==> src/rcs_pkg.sv <==
// constants, register layout and carrier tables for the respiration carrier select block
package rcs_pkg;
	// register offsets on the register port
	localparam logic [5:0] RCS_ACQ_CTL_ADDR = 6'h01;
	localparam logic [5:0] RCS_RESP_CTL_ADDR = 6'h03;
	localparam logic [5:0] RCS_EXT_SW_ADDR = 6'h0a;
	localparam logic [31:0] RCS_REG_RESET = 32'h0000_0000;
	// field positions
	localparam int RCS_AC_HP_BIT = 3;
	localparam int RCS_RC_FREQ_LO = 1;
	localparam int RCS_RC_ALT_BIT = 3;
	localparam int RCS_RC_XSYNC_BIT = 4;
	localparam int RCS_RC_SYNCEN_BIT = 7;
	localparam int RCS_SW_ONE_BIT = 0;
	localparam int RCS_SW_NUM = 3;
	// clock rate in Hz and carrier frequencies in units of 100 Hz
	localparam int RCS_CLK_HZ = 50_000_000;
	localparam int RCS_UNIT_HZ = 100;
	localparam int RCS_F_640 = 640;
	localparam int RCS_F_569 = 569;
	localparam int RCS_F_560 = 560;
	localparam int RCS_F_540 = 540;
	localparam int RCS_F_520 = 520;
	localparam int RCS_F_512 = 512;
	localparam int RCS_F_500 = 500;
	localparam int RCS_F_465 = 465;
	localparam int RCS_F_320 = 320;
	localparam int RCS_F_280 = 280;
	localparam int RCS_F_255 = 255;
	localparam int RCS_F_230 = 230;
	localparam int RCS_HALF_W = 12;
	typedef logic [RCS_HALF_W-1:0] rcs_half_t;
	// half period in clock cycles, rounded down so the carrier never runs slow
	function automatic rcs_half_t rcs_half(input int f_units);
		rcs_half = rcs_half_t'(RCS_CLK_HZ / (2 * f_units * RCS_UNIT_HZ));
	endfunction : rcs_half
	localparam rcs_half_t RCS_H_640 = rcs_half(RCS_F_640);
	localparam rcs_half_t RCS_H_569 = rcs_half(RCS_F_569);
	localparam rcs_half_t RCS_H_560 = rcs_half(RCS_F_560);
	localparam rcs_half_t RCS_H_540 = rcs_half(RCS_F_540);
	localparam rcs_half_t RCS_H_520 = rcs_half(RCS_F_520);
	localparam rcs_half_t RCS_H_512 = rcs_half(RCS_F_512);
	localparam rcs_half_t RCS_H_500 = rcs_half(RCS_F_500);
	localparam rcs_half_t RCS_H_465 = rcs_half(RCS_F_465);
	localparam rcs_half_t RCS_H_320 = rcs_half(RCS_F_320);
	localparam rcs_half_t RCS_H_280 = rcs_half(RCS_F_280);
	localparam rcs_half_t RCS_H_255 = rcs_half(RCS_F_255);
	localparam rcs_half_t RCS_H_230 = rcs_half(RCS_F_230);
	localparam rcs_half_t RCS_H_ONE = 12'h001;
	// register read and write request
	typedef struct packed {
		logic wr;
		logic rd;
		logic [5:0] addr;
		logic [31:0] wdata;
	} rcs_req_t;
	// divider state
	typedef struct packed {
		rcs_half_t cnt;
		rcs_half_t half;
		logic out;
	} rcs_div_t;
endpackage : rcs_pkg

==> src/rcs_divider.sv <==
// square wave generator whose half period is set in clock cycles
`timescale 1ns/1ns
module rcs_divider
	import rcs_pkg::*;
(
	input wire logic clk,
	input wire logic srst,
	input wire logic ce,
	input wire logic en,
	input wire rcs_half_t half,
	output logic wave
);
	rcs_div_t st_r;
	rcs_div_t st_nxt;

	// restart on a new period so the first edge after a change is clean
	always_comb begin
		st_nxt = st_r;
		if (!en) begin
			st_nxt.cnt = '0;
			st_nxt.out = 1'b0;
			st_nxt.half = half;
		end else if (half != st_r.half) begin
			st_nxt.cnt = '0;
			st_nxt.half = half;
		end else if (st_r.cnt >= st_r.half - RCS_H_ONE) begin
			st_nxt.cnt = '0;
			st_nxt.out = !st_r.out;
		end else begin
			st_nxt.cnt = st_r.cnt + RCS_H_ONE;
		end
	end

	always_ff @(posedge clk) begin
		if (srst) begin
			st_r <= '0;
		end else if (ce) begin
			st_r <= st_nxt;
		end
	end

	assign wave = st_r.out;
endmodule : rcs_divider

==> src/rcs_top.sv <==
// respiration carrier frequency select, sync pin output and extend switches
`timescale 1ns/1ns
// Functional notes
// - carrier set by code, alt, sync bits
// - high performance bit also steers carrier
// - alt clear gives 56/54/52/50 kHz
// - alt, hp, no sync: 64/56.9/51.2/46.5
// - alt without hp: 32/28/25.5/23 kHz
// - bit 7 drives sync pin table wave on pin three
// - each extend switch set as programmed
module rcs_top
	import rcs_pkg::*;
(
	input wire logic clk,
	input wire logic srst,
	input wire logic ce,
	input wire rcs_req_t req,
	output logic [31:0] rdata,
	output logic rvalid,
	output logic carrier_out,
	output logic general_pin_three_out,
	output logic general_pin_three_oe,
	output logic extend_switch_one,
	output logic extend_switch_two,
	output logic extend_switch_three
);
	typedef struct packed {
		logic [31:0] acq;
		logic [31:0] resp;
		logic [RCS_SW_NUM-1:0] sw;
		logic [31:0] rdata;
		logic rvalid;
	} rcs_state_t;

	rcs_state_t st_r;
	rcs_state_t st_nxt;
	rcs_half_t carrier_half;
	rcs_half_t pin_half;
	logic [1:0] carrier_freq_code;
	logic alt_freq_bank;
	logic carrier_sync_out_sel;
	logic high_perf_mode;
	logic sync_out_enable;

	// control fields
	assign carrier_freq_code = st_r.resp[RCS_RC_FREQ_LO +: 2];
	assign alt_freq_bank = st_r.resp[RCS_RC_ALT_BIT];
	assign carrier_sync_out_sel = st_r.resp[RCS_RC_XSYNC_BIT];
	assign sync_out_enable = st_r.resp[RCS_RC_SYNCEN_BIT];
	assign high_perf_mode = st_r.acq[RCS_AC_HP_BIT];

	// register port: writes and registered reads, unmapped reads as zero
	always_comb begin
		st_nxt = st_r;
		st_nxt.rvalid = req.rd;
		if (req.wr) begin
			case (req.addr)
				RCS_ACQ_CTL_ADDR: st_nxt.acq = req.wdata;
				RCS_RESP_CTL_ADDR: st_nxt.resp = req.wdata;
				RCS_EXT_SW_ADDR: st_nxt.sw = req.wdata[RCS_SW_ONE_BIT +: RCS_SW_NUM];
				default: st_nxt.rvalid = req.rd;
			endcase
		end
		if (req.rd) begin
			case (req.addr)
				RCS_ACQ_CTL_ADDR: st_nxt.rdata = st_r.acq;
				RCS_RESP_CTL_ADDR: st_nxt.rdata = st_r.resp;
				RCS_EXT_SW_ADDR: st_nxt.rdata = {29'h0000_0000, st_r.sw};
				default: st_nxt.rdata = 32'h0000_0000;
			endcase
		end
	end

	always_ff @(posedge clk) begin
		if (srst) begin
			st_r.acq <= RCS_REG_RESET;
			st_r.resp <= RCS_REG_RESET;
			st_r.sw <= '0;
			st_r.rdata <= 32'h0000_0000;
			st_r.rvalid <= 1'b0;
		end else if (ce) begin
			st_r <= st_nxt;
		end
	end

	// internal carrier; with sync selected the high bank follows the pin table
	always_comb begin
		carrier_half = RCS_H_560;
		if (!alt_freq_bank) begin
			case (carrier_freq_code)
				2'h0: carrier_half = RCS_H_560;
				2'h1: carrier_half = RCS_H_540;
				2'h2: carrier_half = RCS_H_520;
				default: carrier_half = RCS_H_500;
			endcase
		end else if (high_perf_mode) begin
			case (carrier_freq_code)
				2'h0: carrier_half = RCS_H_640;
				2'h1: carrier_half = carrier_sync_out_sel ? RCS_H_560 : RCS_H_569;
				2'h2: carrier_half = RCS_H_512;
				default: carrier_half = RCS_H_465;
			endcase
		end else begin
			case (carrier_freq_code)
				2'h0: carrier_half = RCS_H_320;
				2'h1: carrier_half = RCS_H_280;
				2'h2: carrier_half = RCS_H_255;
				default: carrier_half = RCS_H_230;
			endcase
		end
	end

	// frequency presented on pin three for an external generator to lock to
	always_comb begin
		pin_half = RCS_H_640;
		if (alt_freq_bank) begin
			case (carrier_freq_code)
				2'h0: pin_half = high_perf_mode ? RCS_H_640 : RCS_H_320;
				2'h1: pin_half = high_perf_mode ? RCS_H_560 : RCS_H_280;
				2'h2: pin_half = high_perf_mode ? RCS_H_512 : RCS_H_255;
				default: pin_half = high_perf_mode ? RCS_H_465 : RCS_H_230;
			endcase
		end
	end

	rcs_divider u_carrier (
		.clk(clk),
		.srst(srst),
		.ce(ce),
		.en(1'b1),
		.half(carrier_half),
		.wave(carrier_out)
	);

	// pin generator held low while the sync output is off
	rcs_divider u_pin (
		.clk(clk),
		.srst(srst),
		.ce(ce),
		.en(sync_out_enable),
		.half(pin_half),
		.wave(general_pin_three_out)
	);

	// the switch state lives in flops; the analog mux follows them directly
	assign rdata = st_r.rdata;
	assign rvalid = st_r.rvalid;
	assign general_pin_three_oe = sync_out_enable;
	assign extend_switch_one = st_r.sw[0];
	assign extend_switch_two = st_r.sw[1];
	assign extend_switch_three = st_r.sw[2];

	chk_resp_reg_write: assert property (@(posedge clk) disable iff (srst)
		(ce && req.wr && req.addr == RCS_RESP_CTL_ADDR) |=> st_r.resp == $past(req.wdata))
		else $error("respiration control write lost");
	chk_acq_reg_write: assert property (@(posedge clk) disable iff (srst)
		(ce && req.wr && req.addr == RCS_ACQ_CTL_ADDR)
		|=> high_perf_mode == $past(req.wdata[RCS_AC_HP_BIT]))
		else $error("high performance bit not taken");
	chk_base_bank: assert property (@(posedge clk) disable iff (srst)
		(!alt_freq_bank && carrier_freq_code == 2'h3) |-> carrier_half == RCS_H_500)
		else $error("base bank frequency wrong");
	chk_hp_bank: assert property (@(posedge clk) disable iff (srst)
		(alt_freq_bank && high_perf_mode && !carrier_sync_out_sel && carrier_freq_code == 2'h1)
		|-> carrier_half == RCS_H_569)
		else $error("high performance bank frequency wrong");
	chk_low_bank: assert property (@(posedge clk) disable iff (srst)
		(alt_freq_bank && !high_perf_mode && carrier_freq_code == 2'h2) |-> carrier_half == RCS_H_255)
		else $error("low power bank frequency wrong");
	chk_pin_off: assert property (@(posedge clk) disable iff (srst)
		(ce && !sync_out_enable) |=> !general_pin_three_out)
		else $error("pin three toggles while sync output is off");
	chk_pin_freq: assert property (@(posedge clk) disable iff (srst)
		!alt_freq_bank |-> pin_half == RCS_H_640)
		else $error("sync pin frequency wrong");
	chk_switch_map: assert property (@(posedge clk) disable iff (srst)
		(ce && req.wr && req.addr == RCS_EXT_SW_ADDR)
		|=> {extend_switch_three, extend_switch_two, extend_switch_one}
		== $past(req.wdata[RCS_SW_ONE_BIT +: RCS_SW_NUM]))
		else $error("extend switches differ from programmed value");

	// read answer comes one cycle after the strobe and lasts one cycle only
	chk_read_answer: assert property (@(posedge clk) disable iff (srst)
		(ce && req.rd) |=> rvalid)
		else $error("read answer missing");
	chk_read_pulse: assert property (@(posedge clk) disable iff (srst)
		(ce && !req.rd) |=> !rvalid)
		else $error("read answer held too long");

	// pin enable is bit 7 of the written respiration control word
	chk_oe_write: assert property (@(posedge clk) disable iff (srst)
		(ce && req.wr && req.addr == RCS_RESP_CTL_ADDR)
		|=> general_pin_three_oe == $past(req.wdata[RCS_RC_SYNCEN_BIT]))
		else $error("sync output enable not taken");

	// low bank ignores sync select, so carrier and pin tables must agree
	chk_low_sync_free: assert property (@(posedge clk) disable iff (srst)
		(alt_freq_bank && !high_perf_mode) |-> carrier_half == pin_half)
		else $error("sync select changed the low bank carrier");

	// base bank first code whatever the performance mode
	chk_base_first: assert property (@(posedge clk) disable iff (srst)
		(!alt_freq_bank && carrier_freq_code == 2'h0) |-> carrier_half == RCS_H_560)
		else $error("base bank first code wrong");

	// pin table rounds the second high bank code to a plain value
	chk_pin_hp_code: assert property (@(posedge clk) disable iff (srst)
		(alt_freq_bank && high_perf_mode && carrier_freq_code == 2'h1)
		|-> pin_half == RCS_H_560)
		else $error("sync pin high bank frequency wrong");

	// switches move only on a write to their own register
	chk_switch_hold: assert property (@(posedge clk) disable iff (srst)
		!(ce && req.wr && req.addr == RCS_EXT_SW_ADDR)
		|=> $stable({extend_switch_three, extend_switch_two, extend_switch_one}))
		else $error("extend switches moved without a write");

	// a low clock enable must freeze the carrier as well as the registers
	chk_ce_freeze: assert property (@(posedge clk) disable iff (srst)
		!ce |=> $stable(carrier_out))
		else $error("carrier moved with clock enable low");
endmodule : rcs_top

==> config.mk <==
export PLATFORM = sky130hd
export DESIGN_NAME = rcs_top
export DESIGN_NICKNAME = d
export VERILOG_FILES = /design/src/rcs_pkg.sv /design/src/rcs_divider.sv /design/src/rcs_top.sv
export SDC_FILE = /design/constraint.sdc
export NUM_CORES = 1
export LEC_CHECK = 0
export BUFFER_PORTS_ARGS = -buffer_cell sky130_fd_sc_hd__buf_2
export CAP_MARGIN = 20
export CORE_AREA = 2 2 120 122
export CTS_CLUSTER_SIZE = 8
export DETAILED_ROUTE_END_ITERATION = 6
export DIE_AREA = 0 0 122 124
export PLACE_DENSITY = 0.91
export SLEW_MARGIN = 5
export SYNTH_ARGS = -nofsm -noshare
export SYNTH_HDL_FRONTEND = slang
export SYNTH_SLANG_ARGS = --single-unit
==> constraint.sdc <==
create_clock -name clk -period 5.3 [get_ports clk]
set_input_delay 1.06 -clock clk [delete_from_list [all_inputs] [get_ports clk]]
set_output_delay 1.06 -clock clk [all_outputs]
set_load 0.005 [all_outputs]
---- After elaboration in Yosys (flattened, before gate mapping) ----
Cells that the tools add are included.
operators by class
  equal/unequal tests ..................... 10
  bitwise operators ....................... 1
  reductions and logical operators ........ 11
  mux-type cells .......................... 21
  $lt $le $gt $ge ......................... 2
  $add $sub $neg .......................... 4
operators by type and width
  operator                                              number
  case mux 32 bit (3 select lines)                      1
  two-way mux 12 bit                                    7
  case mux 11 bit (3 select lines)                      2
  two-way mux 10 bit                                    3
  case mux 10 bit (3 select lines)                      1
  two-way mux 25 bit                                    1
  adder 12 x 1 -> 12 bit (second input constant)        2
  >= comparator 12 bit                                  2
  subtractor 12 x 1 -> 12 bit (second input constant)   2
  two-way mux 11 bit                                    2
  case mux 7 bit (3 select lines)                       1
  AND reduction 3 bit                                   5
  != test 11 x 12 -> 1 bit                              1
  != test 12 bit                                        1
  equality test 6 x 1 -> 1 bit (second input constant)  1
  equality test 6 x 2 -> 1 bit (second input constant)  1
  equality test 6 x 4 -> 1 bit (second input constant)  1
  AND reduction 2 bit                                   3
  two-way mux 4 bit                                     1
  != test 2 x 1 -> 1 bit (second input constant)        2
  equality test 2 x 1 -> 1 bit (second input constant)  1
  equality test 2 bit (second input constant)           1
  logical NOT 1 bit                                     2
  logical NOT 2 bit                                     1
  other kinds (3)                                       4
word-level totals
  word-level logic and storage cells ...... 60
  bits in registers ....................... 150
  bits of input ports ..................... 43
  output and inout bits ................... 39

---- Logic depth before layout (Yosys ltp) ----
  depth after elaboration ................. 7
  mapped depth ............................ 15
  mapped depth without buffers ............ 13

---- Modules after synthesis ----
Synthesis repeated with hierarchy kept, for this count alone.
second synthesis, totals
  cells, all modules ...................... 986
  area total of the unflattened synthesis .. 8841.0 um^2
by module, submodules not included
  module       instances  area each (um^2)  cells each
  rcs_top      1          5630.4            620
  rcs_divider  2          1605.3            183

---- Least setup slack after synthesis ----
OpenSTA, ideal clock, no wires.
  path kind ............................... register to register
  from .................................... reg st_r (netlist bit carrier_freq_code[1])
  to ...................................... reg u_carrier.st_r (netlist bit u_carrier.wave)
  setup slack ............................. 2.220 ns
  data required time ...................... 5.177 ns
  stages on the path, launching flop included .. 13
  buffers on the path ..................... 2
  arrival time ............................ 2.957 ns
  library setup time ...................... 0.123 ns
  period minus slack after synthesis ...... 3.080 ns
  cells stage by stage .................... dfxtp_1 ha_1 buf_6 clkbuf_1 inv_1 ha_1 nor4b_1 a31oi_1 o32ai_1 nand4b_1 nor3_4 nor3b_2 mux2_1
on the way
  cells in the longest elaborated chain, start to end .. 7
ends and longest elaborated chain
  item                                                                                         line                                          RTL
  from (decl)                                                                                  rcs_top.sv:35                                 rcs_state_t st_r;
  from (signal assigned)                                                                       rcs_top.sv:82                                 st_r <= st_nxt;
  equality test 2 bit, or another cell as far along                                            rcs_top.sv:90, rcs_top.sv:97, rcs_top.sv:104
  case mux 11 bit (3 select lines) / case mux 10 bit (3 select lines) (equally long branches)  rcs_top.sv:104, rcs_top.sv:97
  two-way mux 12 bit                                                                           rcs_top.sv:96                                 end else if (high_perf_mode) begin
  two-way mux 12 bit (*)                                                                       rcs_top.sv:89                                 if (!alt_freq_bank) begin
  != test 12 bit (*)                                                                           rcs_divider.sv:23                             end else if (half != st_r.half) begin
  NOT 1 bit (no line) (*)                                                                      n/a
  AND reduction 3 bit (no line) (*)                                                            n/a
  to (signal assigned)                                                                         rcs_divider.sv:38                             st_r <= st_nxt;
  to (decl)                                                                                    rcs_divider.sv:13                             rcs_div_t st_r;
Every way passes the cells marked *; elsewhere a longest branch is shown, timed or not.
A chain may end at the register's enable or synchronous reset.

---- Worst setup path in the final report ----
  from .................................... reg st_r (netlist bit carrier_freq_code[1])
  to ...................................... reg u_carrier.st_r[2] in the netlist's numbering
on the way
  cells in the longest elaborated chain, start to end .. 6
ends and longest elaborated chain
  item                                                                                         line
  equality test 2 bit, or another cell as far along                                            rcs_top.sv:90, rcs_top.sv:97, rcs_top.sv:104
  case mux 11 bit (3 select lines) / case mux 10 bit (3 select lines) (equally long branches)  rcs_top.sv:104, rcs_top.sv:97
  two-way mux 12 bit                                                                           rcs_top.sv:96
  two-way mux 12 bit (*)                                                                       rcs_top.sv:89
  != test 12 bit                                                                               rcs_divider.sv:23
  AND reduction 2 bit (no line)                                                                n/a
Marks and branches as above.

==> summary.txt <==
area enclosed by the die boundary - 15130 um2
time the worst path needs with I/O delays and setup - 3849 ps
layout overhead on the synthesized area - 8.568%
RR Startpoint - carrier_freq_code[1]$_SDFFE_PP0P_
port buffer count - 81
commonest register cell after synthesis - sky130_fd_sc_hd__dfxtp_1
WL final - 19470 um
required time at the endpoint of the critical path - 5640 ps
r2r worst-path depth - 10
Post-CTS Repair Setup Buffers - 0
area of all placed cells without fillers - 8974 um2
WP data arrival - 4190 ps
Async SR Flop Fraction - 0
Placed Area - 8352 um2
final global-route overflow total - 0
number of synthesized register bits - 148
Starting Density - 0.6025
Resize count post-CTS - 0
Hold Crit Class - register to register
max_cap viols - 0
number of synthesized flops with an enable pin - 0
Worst setup startpoint - carrier_freq_code[1]$_SDFFE_PP0P_
kind of end point of the critical path - register
type of the worst setup path - register to register
number of cells after detailed placement - 1178
per-instance average area after synthesis - 8.135 um2
slowest cell on the critical path - sky130_fd_sc_hd__ha_1
net count after synthesis - 1096
gp weighted congestion - 0.9248
Final ANT Viol Nets - 0
synthesized area - 8265 um2
CP Max Fanout - 27
Critical path buffers and inverters - 1
cell class contributing the biggest share of worst-path delay - compound AO/OA/AOI/OAI gates
clock transition at the registers of the reported paths - 70 ps
number of buffers created by CTS - 17
number of antenna violations at the first check in global routing - 0
Crit Reg-Reg Endpoint - u_carrier.st_r[2]$_SDFFE_PP0P_
H-tree Lvls - 4
Worst VDD drop - 0.0001864 V
Final Net Count - 1100
number of global-route vias before repair - 6815
Worst Slack Setup Final - 1451 ps
per-cell routed wire length - 16.05 um
Final Total Pwr - 2.444 mW
number of top-level pins - 82
Placement Rows - 43
via count of the routed design - 7264
achievable clock frequency - 259.8 MHz
placed wire-length estimate after detailed placement - 12500 um
final worst-path cycle share - 0.7263
headroom to the max-slew limit - 0.3216
number of hold violations in the final report - 0
layout cell share with drive strength beyond 1 - 0.1530
total routing usage reported by global routing - 0.2596
max-slew violation count - 0
die boundary height - 124 um
Setup WS pre-CTS - 1491 ps
buffer depth of the longest clock path - 2
pwr dens - 272.3 nW/um2
post-DR vias/cell - 5.988
final std cells w/o fill - 1213
number of warning messages in the yosys log - 0
maximum number of pins on one net before global-route repair - 103
Yosys cell types - 76
Antenna Diode Count - 0
nature of the critical path startpoint - register
first-pass GRT wire length - 31440 um
clock tree from TritonCTS - yes
hold buffer count at CTS - 0
critical path cell sequence - ha_1 -> inv_1 -> ha_1 -> nor4b_1 -> a31oi_1 -> o32ai_1 -> o2111ai_1 -> o31ai_4 -> a211oi_1 -> a211oi_1
Core Footprint - 13720 um2
worst hold endpoint - st_r[94]$_SDFFE_PP0P_
root buf cell - sky130_fd_sc_hd__clkbuf_16
leakage power of the design - 3.463 nW
clock net sink count - 148
Skew-Pair Late Insertion Delay - 440 ps
Final setup violation count - 0
unrepaired setup endpoints after global routing - false
Die W - 122 um
number of DRC violations after detailed-routing iteration 0 - 821
Slowest Stage Delay on Critical Path - 850 ps
Hold Path Depth - 2
start point of the worst hold path - st_r[94]$_SDFFE_PP0P_
gate count of the mapped netlist - 1016
minimum setup slack among reg-to-reg paths - 1450 ps
Setup Skew - 9.686 ps
iteration count of the initial detailed-routing pass - 6
slew at the pin closest to its max-slew limit - 1016 ps
Post-Route Setup TNS - 0 ps
sequential-to-total area share from yosys stat - 0.3585
Residual DRC - 0
result of the run - finished, final reports clean
==> cells by family (layout without fill, tap and decap cells) <==
kind of cell | count (synthesis) | count (layout) | synth area share
compound gates | 202 | 202 | 0.1533
xor+xnor | 37 | 37 | 0.04012
fa+ha+maj | 37 | 37 | 0.05601
buf+inv | 126 | 143 | 0.08220
flops | 148 | 148 | 0.3585
mux | 54 | 54 | 0.06615
simple gates | 412 | 412 | 0.2437
==> tightest hold or removal path: cells and delay by family, from the launching register on <==
family | cells | cell delay (ps)
AOI/OAI and AO/OA | 1 | 50
and+or+nand+nor | 1 | 50
DFF | 1 | 310
==> state kept, by name (all words and copies together), names as in the netlist <==
name	flops
extend_switch_two	1
u_pin.wave	1
st_r	58
high_perf_mode	1
extend_switch_one	1
u_carrier.st_r	23
rdata	32
carrier_sync_out_sel	1
carrier_freq_code	2
extend_switch_three	1
general_pin_three_oe	1
u_pin.st_r	23
rvalid	1
alt_freq_bank	1
u_carrier.wave	1
==> through the flow <==
step	hold slack [ps]	utilization
6_report	454.4	0.6541
4_1_cts	454.1	0.6495
3_5_place_dp	445.6	0.6088
2_1_floorplan	432.9	-
3_3_place_gp	439.7	0.6088
5_1_grt	473.7	0.6541
==> how the worst max path moves through the flow <==
stage                                     endpoint  slack [ps]  depth (start not counted)
finish              u_carrier.st_r[2]$_SDFFE_PP0P_        1450                         10
detailed placement           st_r[87]$_SDFFE_PP0P_        1490                          6
global placement             st_r[85]$_SDFFE_PP0P_        1540                          6
floorplan              u_carrier.wave$_SDFFE_PP0P_        2220                         12
CTS                 u_carrier.st_r[2]$_SDFFE_PP0P_        1530                         10
global route        u_carrier.st_r[2]$_SDFFE_PP0P_        1130                         10
==> cells in the final DEF, fill, tap and decap left out, drive strengths merged, types with 6 or more instances in the layout <==
master,count
nand3b,8
inv,29
nand2,167
o31ai,15
xnor2,24
a211oi,6
nand2b,9
a31oi,18
nand3,19
nor2b,8
xor2,13
nor4,11
nand4,6
o21ai,21
a21oi,108
and3,7
and2,10
mux2i,49
or3,8
nor2,79
nor3,49
dfxtp,148
buf,89
nor3b,8
ha,37
clkbuf,19
==> layout make-up <==
| cell class | instances | area, um2 |
|---|---|---|
| fill | 1064 | 4746 |
| multi-input combinational | 742 | 4636 |
| sequential | 148 | 2963 |
| timing repair buffer | 89 | 508.0 |
| clock buffer | 19 | 442.9 |
| tap | 180 | 225.2 |
| clock inverter | 13 | 116.4 |
| inverter | 22 | 82.58 |
==> per-layer routing <==
| layer | up-vias | share of wire | GRT usage |
|---|---|---|---|
| li1 | 3517 | - | - |
| met5 | - | 0 | 0 |
| met3 | 55 | 0.059 | 0.05266 |
| met1 | 3395 | 0.43 | 0.3182 |
| met2 | 297 | 0.49 | 0.4378 |
| met4 | 0 | 0.028 | 0.1243 |
==> where the power goes <==
group | switching [mW] | internal, mW
registers | 0.0139 | 1.12
logic | 0.102 | 0.0636
clock network | 0.516 | 0.627
==> synth_stat cells (all sizes together), types with 3 or more instances <==
master,count,area share
a221oi,3,0.0032
nor4,11,0.0098
o21a,3,0.0027
nand3,19,0.012
nand2,167,0.077
nor2,79,0.036
and3,7,0.0053
o211ai,5,0.0045
nand2b,9,0.0071
nand4,6,0.0045
or3,8,0.0061
a211oi,6,0.0054
a211o,3,0.0032
a21oi,108,0.065
nor2b,8,0.0070
xnor2,24,0.025
ha,37,0.056
nor3b,8,0.0085
o31ai,15,0.018
or3b,3,0.0035
o21ai,21,0.013
a31oi,18,0.016
mux2,5,0.0068
nor4b,5,0.0071
buf,60,0.052
or4,3,0.0032
o2111ai,3,0.0039
clkbuf,44,0.020
a41oi,3,0.0032
dfxtp,148,0.36
xor2,13,0.015
or2,5,0.0038
inv,21,0.0095
nand4b,3,0.0032
and4,3,0.0035
nor3,49,0.031
mux2i,49,0.059
nand3b,8,0.0073
and2,10,0.0076
Note: power is estimated with default switching activity, not from simulation.
